File: src/pkg/srsc_consts.vh
// constants and register map for the smart reset scope controller
`ifndef SRSC_CONSTS_VH
`define SRSC_CONSTS_VH

`define SRSC_CLK_MHZ        100
`define SRSC_TNL_US         2000
`define SRSC_TNL_CYC        (`SRSC_TNL_US * `SRSC_CLK_MHZ)
`define SRSC_RSTFLT_NS      10000
`define SRSC_RSTFLT_CYC     (`SRSC_RSTFLT_NS * `SRSC_CLK_MHZ / 1000)
`define SRSC_HOLD_CYC       32'd100000
`define SRSC_OV1_CYC        32'd1000
`define SRSC_OV2_CYC        32'd10000
`define SRSC_CNT_W          32

`define SRSC_ADDR_STATUS    4'h0
`define SRSC_ADDR_MASK      4'h1
`define SRSC_ADDR_DIAG      4'h2
`define SRSC_ADDR_CMD       4'h3
`define SRSC_ADDR_DOMAIN    4'h4

`define SRSC_EV_W           6
`define SRSC_EV_REG5V       0
`define SRSC_EV_BATOV1      1
`define SRSC_EV_BATOV2      2
`define SRSC_EV_PINSHORT    3
`define SRSC_EV_PINLONG     4
`define SRSC_EV_WDOG        5

`define SRSC_DOM_W          6
`define SRSC_DOM_CFG        0
`define SRSC_DOM_DRV        1
`define SRSC_DOM_LBDRV      2
`define SRSC_DOM_LBCFG      3
`define SRSC_DOM_WDOG       4
`define SRSC_DOM_XCVR       5

`define SRSC_CMD_SWRST      0
`define SRSC_CMD_TNL        1
`define SRSC_CMD_OUTEN      6
`define SRSC_WAIT_CYC       2'd1
`endif

File: src/verilog/srsc_top.v
// smart reset scope controller with avalon register slave
//
// Our own choices: the register addresses and the Avalon-MM slave port.
`timescale 1ns/1ns
`default_nettype none
`include "srsc_consts.vh"
module srsc_top (
    // clock and power-on reset
    input  wire        sys_clk_in,
    input  wire        resetn_in,
    // avalon-mm slave
    input  wire [3:0]  avs_address_in,
    input  wire        avs_read_in,
    input  wire        avs_write_in,
    input  wire [31:0] avs_writedata_in,
    output reg  [31:0] avs_readdata_out,
    output wire        avs_waitrequest_out,
    // monitor inputs (asynchronous)
    input  wire        reg5v_overvolt_in,
    input  wire        battery_overvolt_in,
    input  wire        watchdog_expire_in,
    // reset pin, open drain
    input  wire        rst_pin_n_in,
    output wire        rst_pin_out,
    output wire        rst_pin_oe_out,
    // domain reset pulses, active high, then the output disable and regulator off levels
    output reg         cfg_reset_out,
    output reg         drv_reset_out,
    output reg         lb_drv_reset_out,
    output reg         lb_cfg_reset_out,
    output reg         watchdog_reset_out,
    output reg         xcvr_reset_out,
    output reg         output_disable_bit_out,
    output reg         vreg_off_out,
    // interrupt
    output wire        irq_out
);
    // synchronisers
    reg [1:0] sync_r5, sync_bov, sync_wd, sync_pin;
    always @(posedge sys_clk_in or negedge resetn_in) begin
        if (!resetn_in) begin
            sync_r5  <= 2'b00;
            sync_bov <= 2'b00;
            sync_wd  <= 2'b00;
            sync_pin <= 2'b11;
        end else begin
            sync_r5  <= {sync_r5[0], reg5v_overvolt_in};
            sync_bov <= {sync_bov[0], battery_overvolt_in};
            sync_wd  <= {sync_wd[0], watchdog_expire_in};
            sync_pin <= {sync_pin[0], rst_pin_n_in};
        end
    end
    wire r5   = sync_r5[1];
    wire bov  = sync_bov[1];
    wire wd   = sync_wd[1];
    reg  drive_low;
    // own drive must not count as an external hold
    wire ext_low = !sync_pin[1] && !drive_low;

    wire [`SRSC_CNT_W-1:0] bov_cnt;
    wire [`SRSC_CNT_W-1:0] pin_cnt;
    srsc_filter u_bov_flt (
        .sys_clk_in (sys_clk_in),
        .resetn_in  (resetn_in),
        .level_in   (bov),
        .count_out  (bov_cnt)
    );
    srsc_filter u_pin_flt (
        .sys_clk_in (sys_clk_in),
        .resetn_in  (resetn_in),
        .level_in   (ext_low),
        .count_out  (pin_cnt)
    );

    // edge and end detection
    reg r5_d, wd_d, bov_d, ext_d;
    reg [`SRSC_CNT_W-1:0] pin_cnt_d;
    reg [`SRSC_CNT_W-1:0] bov_cnt_d;
    always @(posedge sys_clk_in or negedge resetn_in) begin
        if (!resetn_in) begin
            r5_d      <= 1'b0;
            wd_d      <= 1'b0;
            bov_d     <= 1'b0;
            ext_d     <= 1'b0;
            pin_cnt_d <= {`SRSC_CNT_W{1'b0}};
            bov_cnt_d <= {`SRSC_CNT_W{1'b0}};
        end else begin
            r5_d      <= r5;
            wd_d      <= wd;
            bov_d     <= bov;
            ext_d     <= ext_low;
            pin_cnt_d <= pin_cnt;
            bov_cnt_d <= bov_cnt;
        end
    end
    wire ev_r5    = r5 && !r5_d;
    wire ev_wd    = wd && !wd_d;
    wire bov_end  = !bov && bov_d;
    // mid-length overvoltage judged when it ends
    wire ev_bov1  = bov_end && (bov_cnt_d > `SRSC_OV1_CYC) && (bov_cnt_d <= `SRSC_OV2_CYC);
    wire ev_bov2  = bov && (bov_cnt == `SRSC_OV2_CYC + 32'd1);
    wire pin_ok   = pin_cnt_d > `SRSC_RSTFLT_CYC;
    wire pin_end  = !ext_low && ext_d && pin_ok;
    wire ev_pins  = pin_end && (pin_cnt_d <= `SRSC_HOLD_CYC);
    wire ev_pinl  = ext_low && (pin_cnt == `SRSC_HOLD_CYC + 32'd1);

    // register file
    reg  [`SRSC_EV_W-1:0] status;
    reg  [`SRSC_EV_W-1:0] mask;
    reg  [2:0]            diag;
    reg  [1:0]            wait_cnt;
    reg  [`SRSC_DOM_W-1:0] dom_seen;
    wire access = avs_read_in || avs_write_in;
    wire done   = access && (wait_cnt == `SRSC_WAIT_CYC);
    assign avs_waitrequest_out = access && !done;
    wire wr      = done && avs_write_in;
    wire rd      = done && avs_read_in;
    wire wr_sts  = wr && (avs_address_in == `SRSC_ADDR_STATUS);
    wire wr_msk  = wr && (avs_address_in == `SRSC_ADDR_MASK);
    wire wr_cmd  = wr && (avs_address_in == `SRSC_ADDR_CMD);
    wire rd_diag = rd && (avs_address_in == `SRSC_ADDR_DIAG);
    wire sw_rst  = wr_cmd && avs_writedata_in[`SRSC_CMD_SWRST];
    wire tnl_go  = wr_cmd && avs_writedata_in[`SRSC_CMD_TNL];

    wire [`SRSC_EV_W-1:0] ev_vec = {ev_wd, ev_pinl, ev_pins, ev_bov2, ev_bov1, ev_r5};
    genvar gi;
    generate
        for (gi = 0; gi < `SRSC_EV_W; gi = gi + 1) begin : g_sts
            always @(posedge sys_clk_in or negedge resetn_in) begin
                if (!resetn_in) begin
                    status[gi] <= 1'b0;
                end else if (ev_vec[gi]) begin
                    status[gi] <= 1'b1;
                end else if (wr_sts && avs_writedata_in[gi]) begin
                    status[gi] <= 1'b0;
                end
            end
        end
    endgenerate
    assign irq_out = |(status & mask);

    // diagnostic flags: [0] reg5v, [1] battery, [2] watchdog
    // a read clears only what it returned, so an event in the wait state survives
    always @(posedge sys_clk_in or negedge resetn_in) begin
        if (!resetn_in) begin
            diag <= 3'b000;
        end else begin
            diag[0] <= ev_r5 || (diag[0] && !(rd_diag && avs_readdata_out[0]));
            diag[1] <= ev_bov1 || ev_bov2 || (diag[1] && !(rd_diag && avs_readdata_out[1]));
            diag[2] <= ev_wd || (diag[2] && !(rd_diag && avs_readdata_out[2]));
        end
    end

    always @(posedge sys_clk_in or negedge resetn_in) begin
        if (!resetn_in) begin
            mask     <= {`SRSC_EV_W{1'b0}};
            wait_cnt <= 2'b00;
        end else begin
            if (wr_msk) begin
                mask <= avs_writedata_in[`SRSC_EV_W-1:0];
            end
            if (!access || done) begin
                wait_cnt <= 2'b00;
            end else begin
                wait_cnt <= wait_cnt + 2'd1;
            end
        end
    end

    // domain reset scopes, one pulse per event
    reg [`SRSC_DOM_W-1:0] scope;
    always @* begin
        scope = {`SRSC_DOM_W{1'b0}};
        if (ev_r5) begin
            scope[`SRSC_DOM_DRV]  = 1'b1;
            scope[`SRSC_DOM_WDOG] = 1'b1;
        end
        if (ev_bov1) begin
            scope[`SRSC_DOM_DRV]   = 1'b1;
            scope[`SRSC_DOM_LBDRV] = 1'b1;
            scope[`SRSC_DOM_WDOG]  = 1'b1;
        end
        if (ev_pins) begin
            scope[`SRSC_DOM_CFG]  = 1'b1;
            scope[`SRSC_DOM_DRV]  = 1'b1;
            scope[`SRSC_DOM_WDOG] = 1'b1;
            scope[`SRSC_DOM_XCVR] = 1'b1;
        end
        if (ev_pinl || ev_bov2 || sw_rst || tnl_go) begin
            scope = {`SRSC_DOM_W{1'b1}};
        end
        if (ev_wd) begin
            scope[`SRSC_DOM_DRV] = 1'b1;
        end
    end

    // latch exit pulse timer lives in the never-reset management domain
    reg [`SRSC_CNT_W-1:0] tnl_cnt;
    reg                   ov2_hold;
    always @(posedge sys_clk_in or negedge resetn_in) begin
        if (!resetn_in) begin
            tnl_cnt  <= {`SRSC_CNT_W{1'b0}};
            ov2_hold <= 1'b0;
            drive_low <= 1'b0;
        end else begin
            if (tnl_go) begin
                tnl_cnt <= `SRSC_TNL_CYC;
            end else if (tnl_cnt != {`SRSC_CNT_W{1'b0}}) begin
                tnl_cnt <= tnl_cnt - {{(`SRSC_CNT_W-1){1'b0}}, 1'b1};
            end
            if (ev_bov2) begin
                ov2_hold <= 1'b1;
            end else if (!bov) begin
                ov2_hold <= 1'b0;
            end
            drive_low <= tnl_go || (tnl_cnt > 32'd1) || ev_bov2 || (ov2_hold && bov);
        end
    end
    assign rst_pin_out    = 1'b0;
    assign rst_pin_oe_out = drive_low;

    // domain outputs; power management is touched only by vreg_off_out, set on long battery overvoltage
    always @(posedge sys_clk_in or negedge resetn_in) begin
        if (!resetn_in) begin
            cfg_reset_out          <= 1'b0;
            drv_reset_out          <= 1'b0;
            lb_drv_reset_out       <= 1'b0;
            lb_cfg_reset_out       <= 1'b0;
            watchdog_reset_out     <= 1'b0;
            xcvr_reset_out         <= 1'b0;
            output_disable_bit_out <= 1'b1;
            vreg_off_out           <= 1'b0;
            dom_seen               <= {`SRSC_DOM_W{1'b0}};
        end else begin
            cfg_reset_out      <= scope[`SRSC_DOM_CFG];
            drv_reset_out      <= scope[`SRSC_DOM_DRV];
            lb_drv_reset_out   <= scope[`SRSC_DOM_LBDRV];
            lb_cfg_reset_out   <= scope[`SRSC_DOM_LBCFG];
            watchdog_reset_out <= scope[`SRSC_DOM_WDOG];
            xcvr_reset_out     <= scope[`SRSC_DOM_XCVR];
            if (scope[`SRSC_DOM_DRV] || scope[`SRSC_DOM_LBDRV]) begin
                output_disable_bit_out <= 1'b1;
            end else if (wr_cmd && avs_writedata_in[`SRSC_CMD_OUTEN]) begin
                output_disable_bit_out <= 1'b0;
            end
            vreg_off_out <= ov2_hold || ev_bov2;
            dom_seen     <= scope | (dom_seen & ~((wr && avs_address_in == `SRSC_ADDR_DOMAIN)
                            ? avs_writedata_in[`SRSC_DOM_W-1:0] : {`SRSC_DOM_W{1'b0}}));
        end
    end

    // captured in the wait state so the data already stand at the answer edge
    always @(posedge sys_clk_in or negedge resetn_in) begin
        if (!resetn_in) begin
            avs_readdata_out <= 32'h0;
        end else if (avs_read_in && !done) begin
            case (avs_address_in)
                `SRSC_ADDR_STATUS: avs_readdata_out <= {26'h0, status};
                `SRSC_ADDR_MASK:   avs_readdata_out <= {26'h0, mask};
                `SRSC_ADDR_DIAG:   avs_readdata_out <= {29'h0, diag};
                `SRSC_ADDR_CMD:    avs_readdata_out <= {25'h0, output_disable_bit_out, 4'h0, drive_low, ov2_hold};
                `SRSC_ADDR_DOMAIN: avs_readdata_out <= {26'h0, dom_seen};
                default:           avs_readdata_out <= 32'h0;
            endcase
        end
    end
endmodule // srsc_top
`default_nettype wire

File: src/verilog/srsc_filter.v
// persistence counter: reports how long an input level has stood
`timescale 1ns/1ns
`default_nettype none
`include "srsc_consts.vh"
module srsc_filter (
    // clock and power-on reset
    input  wire                   sys_clk_in,
    input  wire                   resetn_in,
    // level already synchronised
    input  wire                   level_in,
    // elapsed cycles, saturating
    output reg  [`SRSC_CNT_W-1:0] count_out
);
    // power-on reset only, so a reset this times cannot cut itself short
    always @(posedge sys_clk_in or negedge resetn_in) begin
        if (!resetn_in) begin
            count_out <= {`SRSC_CNT_W{1'b0}};
        end else if (!level_in) begin
            count_out <= {`SRSC_CNT_W{1'b0}};
        end else if (count_out != {`SRSC_CNT_W{1'b1}}) begin
            count_out <= count_out + {{(`SRSC_CNT_W-1){1'b0}}, 1'b1};
        end
    end
endmodule // srsc_filter
`default_nettype wire

File: config.mk
export PLATFORM = sky130hd
export DESIGN_NAME = srsc_top
export DESIGN_NICKNAME = d
export VERILOG_FILES = /design/src/verilog/srsc_top.v /design/src/verilog/srsc_filter.v
export VERILOG_INCLUDE_DIRS = /design/src /design/src/pkg
export SDC_FILE = /design/constraint.sdc
export NUM_CORES = 1
export LEC_CHECK = 0
export BUFFER_PORTS_ARGS = -buffer_cell sky130_fd_sc_hd__buf_2
export CAP_MARGIN = 0
export CORE_MARGIN = 1
export CORE_UTILIZATION = 40
export DETAILED_ROUTE_END_ITERATION = 10
export GPL_ROUTABILITY_DRIVEN = 0
export PLACE_DENSITY_LB_ADDON = 0.1
export SYNTH_ARGS = -nofsm -noshare
export SYNTH_HDL_FRONTEND = slang
export SYNTH_SLANG_ARGS = --single-unit
File: constraint.sdc
create_clock -name sys_clk_in -period 3.75 [get_ports sys_clk_in]
set_input_delay 0 -clock sys_clk_in [delete_from_list [all_inputs] [get_ports sys_clk_in]]
set_output_delay 0 -clock sys_clk_in [all_outputs]
set_load 0.05 [all_outputs]
==> parameters.txt, run 1 <==
Parameter                              Value

Clock tree
  Insertion delay to the later sink of the worst-skew pair ... around 0.52 ns
  Cell at the root of the clock tree ... clkbuf_16
  Post-CTS Setup Inserts ... 0
  # hold bufs at CTS ... 18
  TritonCTS clock tree ... yes
  Clock-pin slew reported for the worst setup and hold paths after clock tree synthesis ... 0.06 ns
  Clk sinks ... between 200 and 250
  Post-cts repair resize count ... 0
  CTS H-Tree Depth ... 1
  Bufs on Longest Clock Path ... 3
  Number of buffers created by CTS ... 24

Synthesis
  Part of the Yosys area used for sequential elements ... a little over half
  Total standard cell area after synthesis ... approximately 9800 um2
  Count of yosys warnings during synthesis ... 0
  Number of enable flip-flop cells after synthesis ... 0
  Async SR Flop Fraction ... between 90% and 100%
  Synth top cells by count ... dfrtp_1, nand2_1, a21oi_1, nand3_1, o21ai_0
  Number of flip-flops and latches in the synthesized netlist ... 211
  Largest cells by area after synthesis ... dfrtp_1, nand2_1, a21oi_1, or4_1, nand3_1
  Top flip-flop cell by instance count after synthesis ... dfrtp_1
  Syn Area/Cell ... between 10 and 15 um2
  Synth cell types ... 64
  Fraction of synthesized cell area taken by the top area cell type ... a little over half
  Post-Syn Instances ... between 900 and 1000
  Dominant cell by count in the synthesized netlist ... dfrtp_1
  Cell taking the most area after synthesis ... dfrtp_1

Hold path
  Tightest Hold Check Type ... in -> async

Drt
  Final wirelength ... about 23000 um
  First-pass iteration count of the detailed router ... 5
  Vias per cell ... about 5.6
  Remaining routing DRC violations ... 0
  Overall via count from detail_route ... around 7500
  WL/cell ... roughly 17 um
  Antenna viol nets, final ... 0
  Number of violations reported at the end of detailed-routing iteration 0 ... about 440

Global routing
  Vias in the first global route ... around 7100
  Antenna violations before repair ... 0
  Global-route wire length before repair ... approximately 39000 um
  Pin count of the biggest net entering global routing ... between 100 and 150
  Aggregate global routing overflow ... 0
  Overall fraction of global-route tracks in use ... approximately a fifth

Critical path
  Worst setup path class ... reg -> reg
  Worst path max stage delay ... roughly 0.76 ns
  Slowest-stage cell, CP ... o211ai_1
  Crit path max-delay family ... simple AND/OR/NAND/NOR gates
  Critical path fanouts, max ... 12
  Required @ worst endpoint ... 4.10 ns
  Startpoint Class ... flop
  Signal arrival time at the worst endpoint ... ~3 ns
  Buffers and inverters on the worst path ... 0
  Type of destination of the critical path ... flop
  Chain of cells forming the critical path ... or4_4 > or3_1 > o211ai_1 > or4_1 > a21oi_1

STA
  Fin. max-slew vios ... 0
  Post-route clock period utilization ... 70.5%
  Worst hold slack after final layout ... ~0.11 ns
  Setup clock skew after layout ... ~0.015 ns
  Max-Slew Margin vs Limit ... 31.9%
  Number of hold violations in the final report ... 0
  Final Critical Period ... ~2.6 ns
  Least-Margin Pin Slew ... between 1 and 1.5 ns
  Setup repair after global routing missed its margin ... no
  Number of setup violations in the final report ... 0
  Max Freq ... 0.378 GHz
  Total Neg Setup Slack ... 0 ns

Finish
  Ant diodes ... 0
  NumNets Final ... roughly 1100
  Final Instance Count excl. Fillers ... 1345
  Layout cells sized above 1 ... between 10 and 15%
  Area growth from synthesis to layout ... 13.8%

Floorplan
  Area of the die ... ~25000 um2
  Placeable core region ... between 20000 and 25000 um2
  Number of rows created at floorplan ... 56
  Horizontal die dimension ... roughly 160 um
  Chip Height ... between 150 and 200 um
  Top-level I/O count ... 88
  Initial Utilization ... between 40% and 50%

Pwr
  Portion of total power attributed to sequential cells ... 48.1%
  VDD IR-drop max ... 297 uV
  Power per unit of standard cell area ... approximately 500 nW/um2
  Leak Pwr ... 4.59 nW
  Net Switching ... 1.55 mW
  Clock network power share ... about two fifths
  Power Internal ... roughly 4.0 mW
  Combinational Power Share ... about an eighth
  Net switching fraction of the power ... 27.8%

Placed design
  Hpwl dp ... 15800 um
  Placed insts ... 1283
  Number of port buffers ... 36

Status
  Run status ... complete, no violations

Flow run
  Max-capacitance violation count ... 0
worst reg2reg max path, delay by kind of cell, from the launching register on:
kind | cells | cell delay [ns]
DFF | 1 | 0.40
AOI/OAI and AO/OA | 2 | 0.82
and+or+nand+nor | 3 | 1.27
path summary, 6_finish.rpt:
path,cells after the start,slack [ns],to,start
max,5,1.11,tnl_cnt[22],tnl_cnt[28]
min,2,0.11,tnl_cnt[28],resetn_in
max reg2reg,5,1.11,tnl_cnt[22],tnl_cnt[28]
min reg2reg,0,0.35,sync_bov[1],sync_bov[0]
max in group asynchronous,3,2.47,pin_cnt_d[0],resetn_in
min in group sys_clk_in,2,0.13,sync_bov[0],battery_overvolt_in
metal layers:
layer  track usage [%]  wire (um)
met1              29.2      12100
met2              29.5      10000
met3              2.29        661
met4              4.81        466
met5                 0          0
cells by family (layout without fill, tap and decap cells):
kind of cell / count (synthesis) / in the layout / synth area share (%)
flops: 211 / 211 / 54.0
mux: 24 / 24 / 2.63
compound gates: 200 / 200 / 13.2
simple gates: 426 / 426 / 24.7
xor+xnor: 7 / 7 / 0.627
other cells: 1 / 26 / 0.0383
fa+ha+maj: 7 / 7 / 0.895
buf+inv: 73 / 125 / 3.98
flip-flops by register name, indices dropped and copies added, names as in the netlist, 2 cells and up:
signal and flops:
sync_r5 2, avs_readdata_out 7, mask 6, u_bov_flt.count_out 32
wait_cnt 2, sync_pin 2, sync_wd 2, diag 3
tnl_cnt 32, pin_cnt_d 32, u_pin_flt.count_out 32, sync_bov 2
bov_cnt_d 32, status 6, dom_seen 6
final cells by class:
cell class,instances,area (um2)
fill,2226,12600
sequential,211,5280
multi-input combinational,690,4210
clock buffer,38,704
timing repair buffer,66,460
tap,319,399
inverter,15,56.3
clock inverter,6,30.0
stage by stage:
stage | worst slack, ns | power (mW) | util [%] | area (um2)
after floorplan | 1.56 | 3.19 | - | 9880
after global placement | 1.14 | 3.37 | 43.1 | 10200
after detailed placement | 1.13 | 3.38 | 43.1 | 10200
after CTS | 1.10 | 5.62 | 46.9 | 11100
after global routing | 0.959 | 5.83 | 46.9 | 11100
final | 1.11 | 5.56 | 46.9 | 11100
placed cells by master (no fill, tap or decap), types with 6 or more instances in the layout:
master	instances
dfrtp_1	208
nand2_1	92
a21oi_1	54
nand3_1	50
o21ai_0	44
nor2_1	41
or4_1	36
or3_1	35
buf_2	35
nor4_1	33
nor3_1	30
o31ai_1	30
nand4_1	26
conb_1	26
clkbuf_16	25
dlygate4sd3_1	18
inv_1	15
and3_1	15
mux2_2	14
nor4b_1	12
nand2b_1	12
buf_4	12
a21boi_0	11
mux2i_1	10
clkbuf_1	10
a22oi_1	8
and4_1	8
a211oi_1	7
o21a_1	7
a21o_1	7
and2_1	7
ha_1	7
clkinv_2	6
power groups by stage:
stage | clock [mW] | combinational (mW) | sequential, mW
2_1_floorplan | 0 | 0.510 | 2.68
3_3_place_gp | 0 | 0.665 | 2.71
3_5_place_dp | 0 | 0.677 | 2.71
4_1_cts | 2.25 | 0.690 | 2.67
5_1_grt | 2.35 | 0.771 | 2.71
6_report | 2.20 | 0.681 | 2.68
(Power assumes the default switching activity.)
==> run 2, diff against run 1 <==
Clock period 3.75 ns to 2.19 ns, I/O delays scaled along.
==> run 2 against run 1 <==
The flow now finishes with violations (negative setup slack). Combinational power increased by 110%. Total power increased by 87%. Clock power increased by 100%. Cell count increased by 7.4%. Sequential share of layout area decreased by 4.0 points. Design area increased by 9.3%. Clock skew decreased by 0.0038 ns. Sequential cell count unchanged. Routed wire length increased by 4.4%. Critical path depth decreased by 1. Largest cell class unchanged.
==> parameters.txt, run 2 (same netlist as run 1, synthesis figures left out) <==
Parameter                              Value

Clock tree
  Bufs on Longest Clock Path ... 3 (unchanged)
  Cell at the root of the clock tree ... clkbuf_16
  Number of buffers created by CTS ... 25 (+4.2%)
  Clk sinks ... 211 (unchanged)
  CTS H-Tree Depth ... 1 (unchanged)
  Clock-pin slew reported for the worst setup and hold paths after clock tree synthesis ... 0.06 ns (about the same)
  TritonCTS clock tree ... yes
  Insertion delay to the later sink of the worst-skew pair ... 0.52 ns (about the same)

Critical path
  Critical path fanouts, max ... 6 (-6)
  Startpoint Class ... flop
  Slowest-stage cell, CP ... or4_1
  Chain of cells forming the critical path ... or4_4 > or4_1 > or4_1 > a21oi_1
  Path depth of the worst reg2reg path ... 4 (-1)
  CP Launch Point ... tnl_cnt[4]
  Required @ worst endpoint ... 2.63 ns (-1.47 ns)
  Startpoint of the most critical register-to-register path ... tnl_cnt[4]
  Type of destination of the critical path ... flop
  Signal arrival time at the worst endpoint ... 2.67 ns (-0.33 ns)
  Crit-path most repeated cell ... or4_1
  Setup slack on the worst flop-to-flop path ... -0.04 ns (-1.14 ns)
  Worst setup path class ... reg -> reg
  Worst path max stage delay ... 0.60 ns (-0.16 ns)

Pwr
  Power Internal ... 7.65 mW (+90%)
  Net Switching ... 2.76 mW (+79%)
  Pwr Total ... 10.4 mW (+87%)
  Combinational Power Share ... 13.7% (+1.4 points)
  Clock network power share ... 42.7% (+3.1 points)
  Portion of total power attributed to sequential cells ... 43.6% (-4.5 points)
  Power per unit of standard cell area ... 855 nW/um2 (+71%)
  VDD IR-drop max ... 427 uV (+44%)
  Net switching fraction of the power ... 26.5% (-1.3 points)
  Leak Pwr ... 5.17 nW (+13%)

STA
  Fin. max-slew vios ... 0 (unchanged)
  Max Freq ... 0.449 GHz (+19%)
  Final Critical Period ... 2.23 ns (-0.416 ns)
  Setup repair after global routing missed its margin ... yes
  Max-Slew Margin vs Limit ... 51.6% (+20 points)
  Number of setup violations in the final report ... 2 (+2)
  Post-route clock period utilization ... 102% (+31 points)
  Setup clock skew after layout ... 0.0109 ns (-0.00384 ns)
  Least-Margin Pin Slew ... 0.724 ns (-0.298 ns)
  Number of hold violations in the final report ... 0 (unchanged)
  Min setup slack post-route ... -0.0379 ns (-1.14 ns)

Finish
  Final Instance Count excl. Fillers ... 1444 (+7.4%)
  Area of combinational cells with multiple inputs ... 4300 um2 (+2.2%)
  Layout cells sized above 1 ... 21.5% (+10 points)
  Total area of sequential cells ... 5290 um2 (about the same)
  Highest-count cells in the layout ignoring fill and taps ... dfrtp_1, buf_4, nand2_1
  Ant diodes ... 0 (unchanged)
  Most frequent standard cell in the layout excluding fill and tap cells ... dfrtp_1
  Final-layout fill cell count ... 2181 (-2.0%)
  NumNets Final ... 1158 (+9.3%)
  Area growth from synthesis to layout ... 24.4%

Hold path
  Tightest Hold Check Type ... in -> async

Global routing
  Aggregate global routing overflow ... 0 (unchanged)
  Antenna violations before repair ... 0 (unchanged)
  Global-route wire length before repair ... 40100 um (+3.8%)
  Overall fraction of global-route tracks in use ... 20.2% (+0.83 points)
  Vias in the first global route ... 7445 (+4.4%)
  Layer with the highest usage after global routing ... met1
  Grt met3 use ... 2.56% (+0.27 points)
  Met2 layer usage reported by global route ... 29.4% (-0.17 points)
  Pin count of the biggest net entering global routing ... 69 (-47%)
  Met1 track utilization from global routing ... 31.6% (+2.4 points)

Floorplan
  Placeable core region ... 23800 um2 (unchanged)
  Area of the die ... 25100 um2 (unchanged)
  Initial Utilization ... 41.2% (unchanged)
  Number of rows created at floorplan ... 56 (unchanged)
  Chip Height ... 158 um (unchanged)
  Horizontal die dimension ... 158 um (unchanged)
  Top-level I/O count ... 88 (unchanged)

Placed design
  Placed insts ... 1377 (+7.3%)
  Hpwl dp ... 17300 um (+9.7%)
  Number of port buffers ... 36 (unchanged)

Drt
  Vias per cell ... 5.45 (-2.0%)
  Overall via count from detail_route ... 7863 (+5.2%)
  Final wirelength ... 24300 um (+4.4%)
  WL/cell ... 16.8 um (-2.8%)
  Remaining routing DRC violations ... 0 (unchanged)
  Number of violations reported at the end of detailed-routing iteration 0 ... 543 (+24%)
  First-pass iteration count of the detailed router ... 4 (-1)
  Antenna viol nets, final ... 0 (unchanged)

Status
  Failing checks ... negative setup slack
  Run status ... finished with violations

Flow run
  Max-capacitance violation count ... 0 (unchanged)
-- run 2: cell types whose count changed in the layout (fill, tap and decap cells not counted), sizes merged --
cell	previous run	this run
buf	48	146
bufinv	0	5
clkinv	6	3
inv	15	16
clkbuf	38	33
clkinvlp	0	3
-- run 2: worst max-delay path: cells and delay by family, from the launching register on --
kind	cells	cell delay [ns]
flip-flops	1	0.37
AND/OR/NAND/NOR	3	1.63
AO/OA/AOI/OAI	1	0.15
-- run 2: through the flow --
step           worst slack [ns]  utilization, %  instance area [um2]  hold slack, ns  TNS [ns]
2_1_floorplan           0.00220               -                 9880          -0.296         0
3_3_place_gp            -0.0696            46.2                11000         0.00736    -0.476
3_5_place_dp            -0.0739            46.2                11000         0.00333    -0.862
4_1_cts                 -0.0205            50.8                12100          0.0479   -0.0756
5_1_grt                  -0.122            51.3                12200          0.0837     -1.05
6_report                -0.0379            51.3                12200          0.0359   -0.0452
-- run 2: area by class of cell --
type / count / area share, %
Sequential cell: 211 / 43.4
Timing Repair Buffer: 164 / 10.2
Clock buffer: 33 / 5.71
Inverter: 15 / 0.462
Tap cell: 319 / 3.28
Multi-Input combinational cell: 690 / 35.3
Clock inverter: 12 / 1.61
-- run 2: worst paths after layout --
kind                               end
setup / recovery            tnl_cnt[9]
hold / removal             tnl_cnt[26]
setup reg to reg            tnl_cnt[9]
hold reg to reg             sync_wd[1]
max in group asynchronous  tnl_cnt[18]
min in group sys_clk_in    sync_pin[0]
-- run 2: routing by layer --
metal  wire [um]  share of wire, %
met5           0                 0
met1       12600                52
met2       10300                42
met4         437               1.8
met3         981               4.0
-- run 2: timing repair --
item	4_1_cts	5_1_grt
setup buffers	0	4
hold buffers	18	0
pin swaps	0	5
hold endpoints to repair	222	0
resized for setup	3	23
endpoints found under the setup margin	24	45
-- run 2: power groups by stage --
stage / clock (mW) / sequential [mW] / combinational, mW
floorplan: 0 / 4.60 / 0.873
global placement: 0 / 4.59 / 1.37
detailed placement: 0 / 4.59 / 1.39
CTS: 4.56 / 4.53 / 1.43
global route: 4.73 / 4.58 / 1.59
finish: 4.44 / 4.53 / 1.43
==> run 3, diff against run 2 <==
Settings changed: PLACE_DENSITY set to 0.69, PLACE_DENSITY_LB_ADDON 0.1 to not set.
==> run 3 against run 2 <==
The run still ends with negative setup slack left. Cell count down 0.76%. Routed wire length down 3.0%. Critical endpoint is now tnl_cnt[22]. Clock skew down 0.00050 ns. Clock-buffer cell count unchanged. Critical path depth up 3. Global-route usage down 1.0 points. Via count up 2.2%.
==> parameters.txt, run 3 (same netlist as run 1, synthesis figures left out) <==
Parameter                              Value

Status
  Run status ... finished with violations
  Failing checks ... negative setup slack

Pwr
  Power per unit of standard cell area ... 817 nW/um2 (-4.4%)
  Leak Pwr ... 5.14 nW (-0.58%)
  VDD IR-drop max ... 542 uV (+27%)

Critical path
  Path depth of the worst reg2reg path ... 7 (+3)
  Required @ worst endpoint ... 2.56 ns (-0.07 ns)
  Worst path max stage delay ... 0.54 ns (-0.06 ns)
  Signal arrival time at the worst endpoint ... 2.57 ns (-0.10 ns)
  Chain of cells forming the critical path ... or4_4 > or3_4 > buf_6 > o211ai_1 > buf_4 > or4_4 > a21oi_2
  Startpoint Class ... flop
  Crit path max-delay family ... simple AND/OR/NAND/NOR gates
  Reg-to-reg critical path endpoint ... tnl_cnt[22]
  Startpoint of the most critical register-to-register path ... tnl_cnt[28]
  Worst setup path class ... reg -> reg
  Setup slack on the worst flop-to-flop path ... -0.01 ns (+0.03 ns)
  Buffers and inverters on the worst path ... 2 (+2)
  Critical path fanouts, max ... 7 (+1)
  Crit-path most repeated cell ... or4_4
  Type of destination of the critical path ... flop
  Slowest-stage cell, CP ... or4_4

Drt
  Remaining routing DRC violations ... 0 (unchanged)
  First-pass iteration count of the detailed router ... 5 (+1)
  WL/cell ... 16.5 um (-2.2%)
  Overall via count from detail_route ... 8034 (+2.2%)
  Antenna viol nets, final ... 0 (unchanged)
  Vias per cell ... 5.61 (+3.0%)
  Number of violations reported at the end of detailed-routing iteration 0 ... 539 (-0.74%)
  Final wirelength ... 23600 um (-3.0%)

Clock tree
  Cell at the root of the clock tree ... clkbuf_16
  Insertion delay to the later sink of the worst-skew pair ... 0.50 ns (-0.02 ns)
  Bufs on Longest Clock Path ... 3 (unchanged)
  Clock-pin slew reported for the worst setup and hold paths after clock tree synthesis ... 0.06 ns (about the same)
  CTS H-Tree Depth ... 1 (unchanged)
  Number of buffers created by CTS ... 22 (-12%)
  Clk sinks ... 211 (unchanged)
  TritonCTS clock tree ... yes

Finish
  Highest-count cells in the layout ignoring fill and taps ... dfrtp_1, buf_4, nand2_1
  Layout cells sized above 1 ... 22.4% (+0.84 points)
  Final Core Density ... 51.0% (-0.30 points)
  Area growth from synthesis to layout ... 23.7%
  Most frequent standard cell in the layout excluding fill and tap cells ... dfrtp_1
  NumNets Final ... 1149 (-0.78%)
  Ant diodes ... 0 (unchanged)

Placed design
  Number of port buffers ... 36 (unchanged)
  Hpwl dp ... 16200 um (-6.4%)
  Post-placement worst setup slack ... -0.0391 ns (+0.0348 ns)

Floorplan
  Placeable core region ... 23800 um2 (unchanged)
  Horizontal die dimension ... 158 um (unchanged)
  Area of the die ... 25100 um2 (unchanged)
  Chip Height ... 158 um (unchanged)
  Number of rows created at floorplan ... 56 (unchanged)
  Initial Utilization ... 41.2% (unchanged)
  Top-level I/O count ... 88 (unchanged)

Global routing
  Aggregate global routing overflow ... 0 (unchanged)
  Met2 layer usage reported by global route ... 31.0% (+1.6 points)
  Antenna violations before repair ... 1 (+1)
  Pin count of the biggest net entering global routing ... 79 (+14%)
  Vias in the first global route ... 7462 (+0.23%)
  Grt met3 use ... 2.50% (-0.054 points)
  Global-route wire length before repair ... 38500 um (-3.9%)
  Overall fraction of global-route tracks in use ... 19.2% (-1.0 points)
  Layer with the highest usage after global routing ... met2
  Met1 track utilization from global routing ... 27.1% (-4.4 points)

STA
  Setup clock skew after layout ... 0.0104 ns (-0.000501 ns)
  Fin. max-slew vios ... 0 (unchanged)
  Max-Slew Margin vs Limit ... 50.5% (-1.1 points)
  Number of hold violations in the final report ... 0 (unchanged)
  Number of setup violations in the final report ... 5 (+3)
  Min setup slack post-route ... -0.00975 ns (+0.0281 ns)
  Setup repair after global routing missed its margin ... yes
  Final Critical Period ... 2.20 ns (-0.0281 ns)
  Post-route clock period utilization ... 100% (-1.3 points)
  Max Freq ... 0.455 GHz (+1.3%)
  Least-Margin Pin Slew ... 0.740 ns (+0.0161 ns)

Hold path
  Tightest Hold Check Type ... in -> async

Flow run
  Max-capacitance violation count ... 0 (unchanged)
run 3: how the worst max path moves through the flow:
stage | from | to | slack [ns] | cells after the start
4_1_cts | tnl_cnt[5] | tnl_cnt[21] | 0.005 | 5
2_1_floorplan | tnl_cnt[28] | tnl_cnt[5] | 0.002 | 6
6_report | tnl_cnt[28] | tnl_cnt[22] | -0.01 | 7
5_1_grt | tnl_cnt[28] | tnl_cnt[26] | -0.09 | 7
3_5_place_dp | tnl_cnt[28] | tnl_cnt[31] | -0.04 | 5
3_3_place_gp | tnl_cnt[28] | tnl_cnt[31] | -0.02 | 5
run 3: report_power, final:
group / switching (mW) / leakage (nW) / internal, mW
sequential: 0.320 / 2.73 / 4.23
clock: 1.48 / 0.373 / 2.33
combinational: 0.889 / 2.04 / 0.636
total: 2.69 / 5.14 / 7.20
run 3: worst register-to-register path: stages, from the launching register on:
cell and delay (ns):
dfrtp_1 0.38, or4_4 0.54, or3_4 0.39, buf_6 0.16
o211ai_1 0.23, buf_4 0.21, or4_4 0.13, a21oi_2 0.04
run 3: through the flow:
step | std cells | instance area [um2] | power [mW] | setup TNS (ns) | hold WS, ns
2_1_floorplan | 974 | 9880 | 5.47 | 0 | -0.296
3_3_place_gp | 1369 | 10900 | 5.92 | -0.0349 | 0.0427
3_5_place_dp | 1369 | 10900 | 5.98 | -0.337 | 0.0454
4_1_cts | 1426 | 11800 | 9.83 | 0 | 0.105
5_1_grt | 1433 | 12100 | 10.3 | -1.21 | 0.146
6_report | 1433 | 12100 | 9.89 | -0.0216 | 0.0958
run 3: area by class of cell:
class | count | area [um2]
clock buffers | 33 | 663
clock inverters | 7 | 85.1
fillers | 2049 | 11600
inverters | 15 | 56.3
multi-input cells | 690 | 4400
flip-flops and latches | 211 | 5290
well taps | 319 | 399
repair buffers | 158 | 1210
run 3: per-layer routing:
metal,share of wire [%],wire length [um]
met1,46,10900
met4,1.5,357
met3,5.1,1200
met5,0.055,13
met2,47,11100
run 3: what timing repair did:
item                       4_1_cts  5_1_grt
pin swaps                        1       14
setup endpoints to repair       23       55
buffers inserted                 0        6
gates cloned                     0        1
hold endpoints to repair       135        0
resized for setup                3       50
hold buffers                    17        0
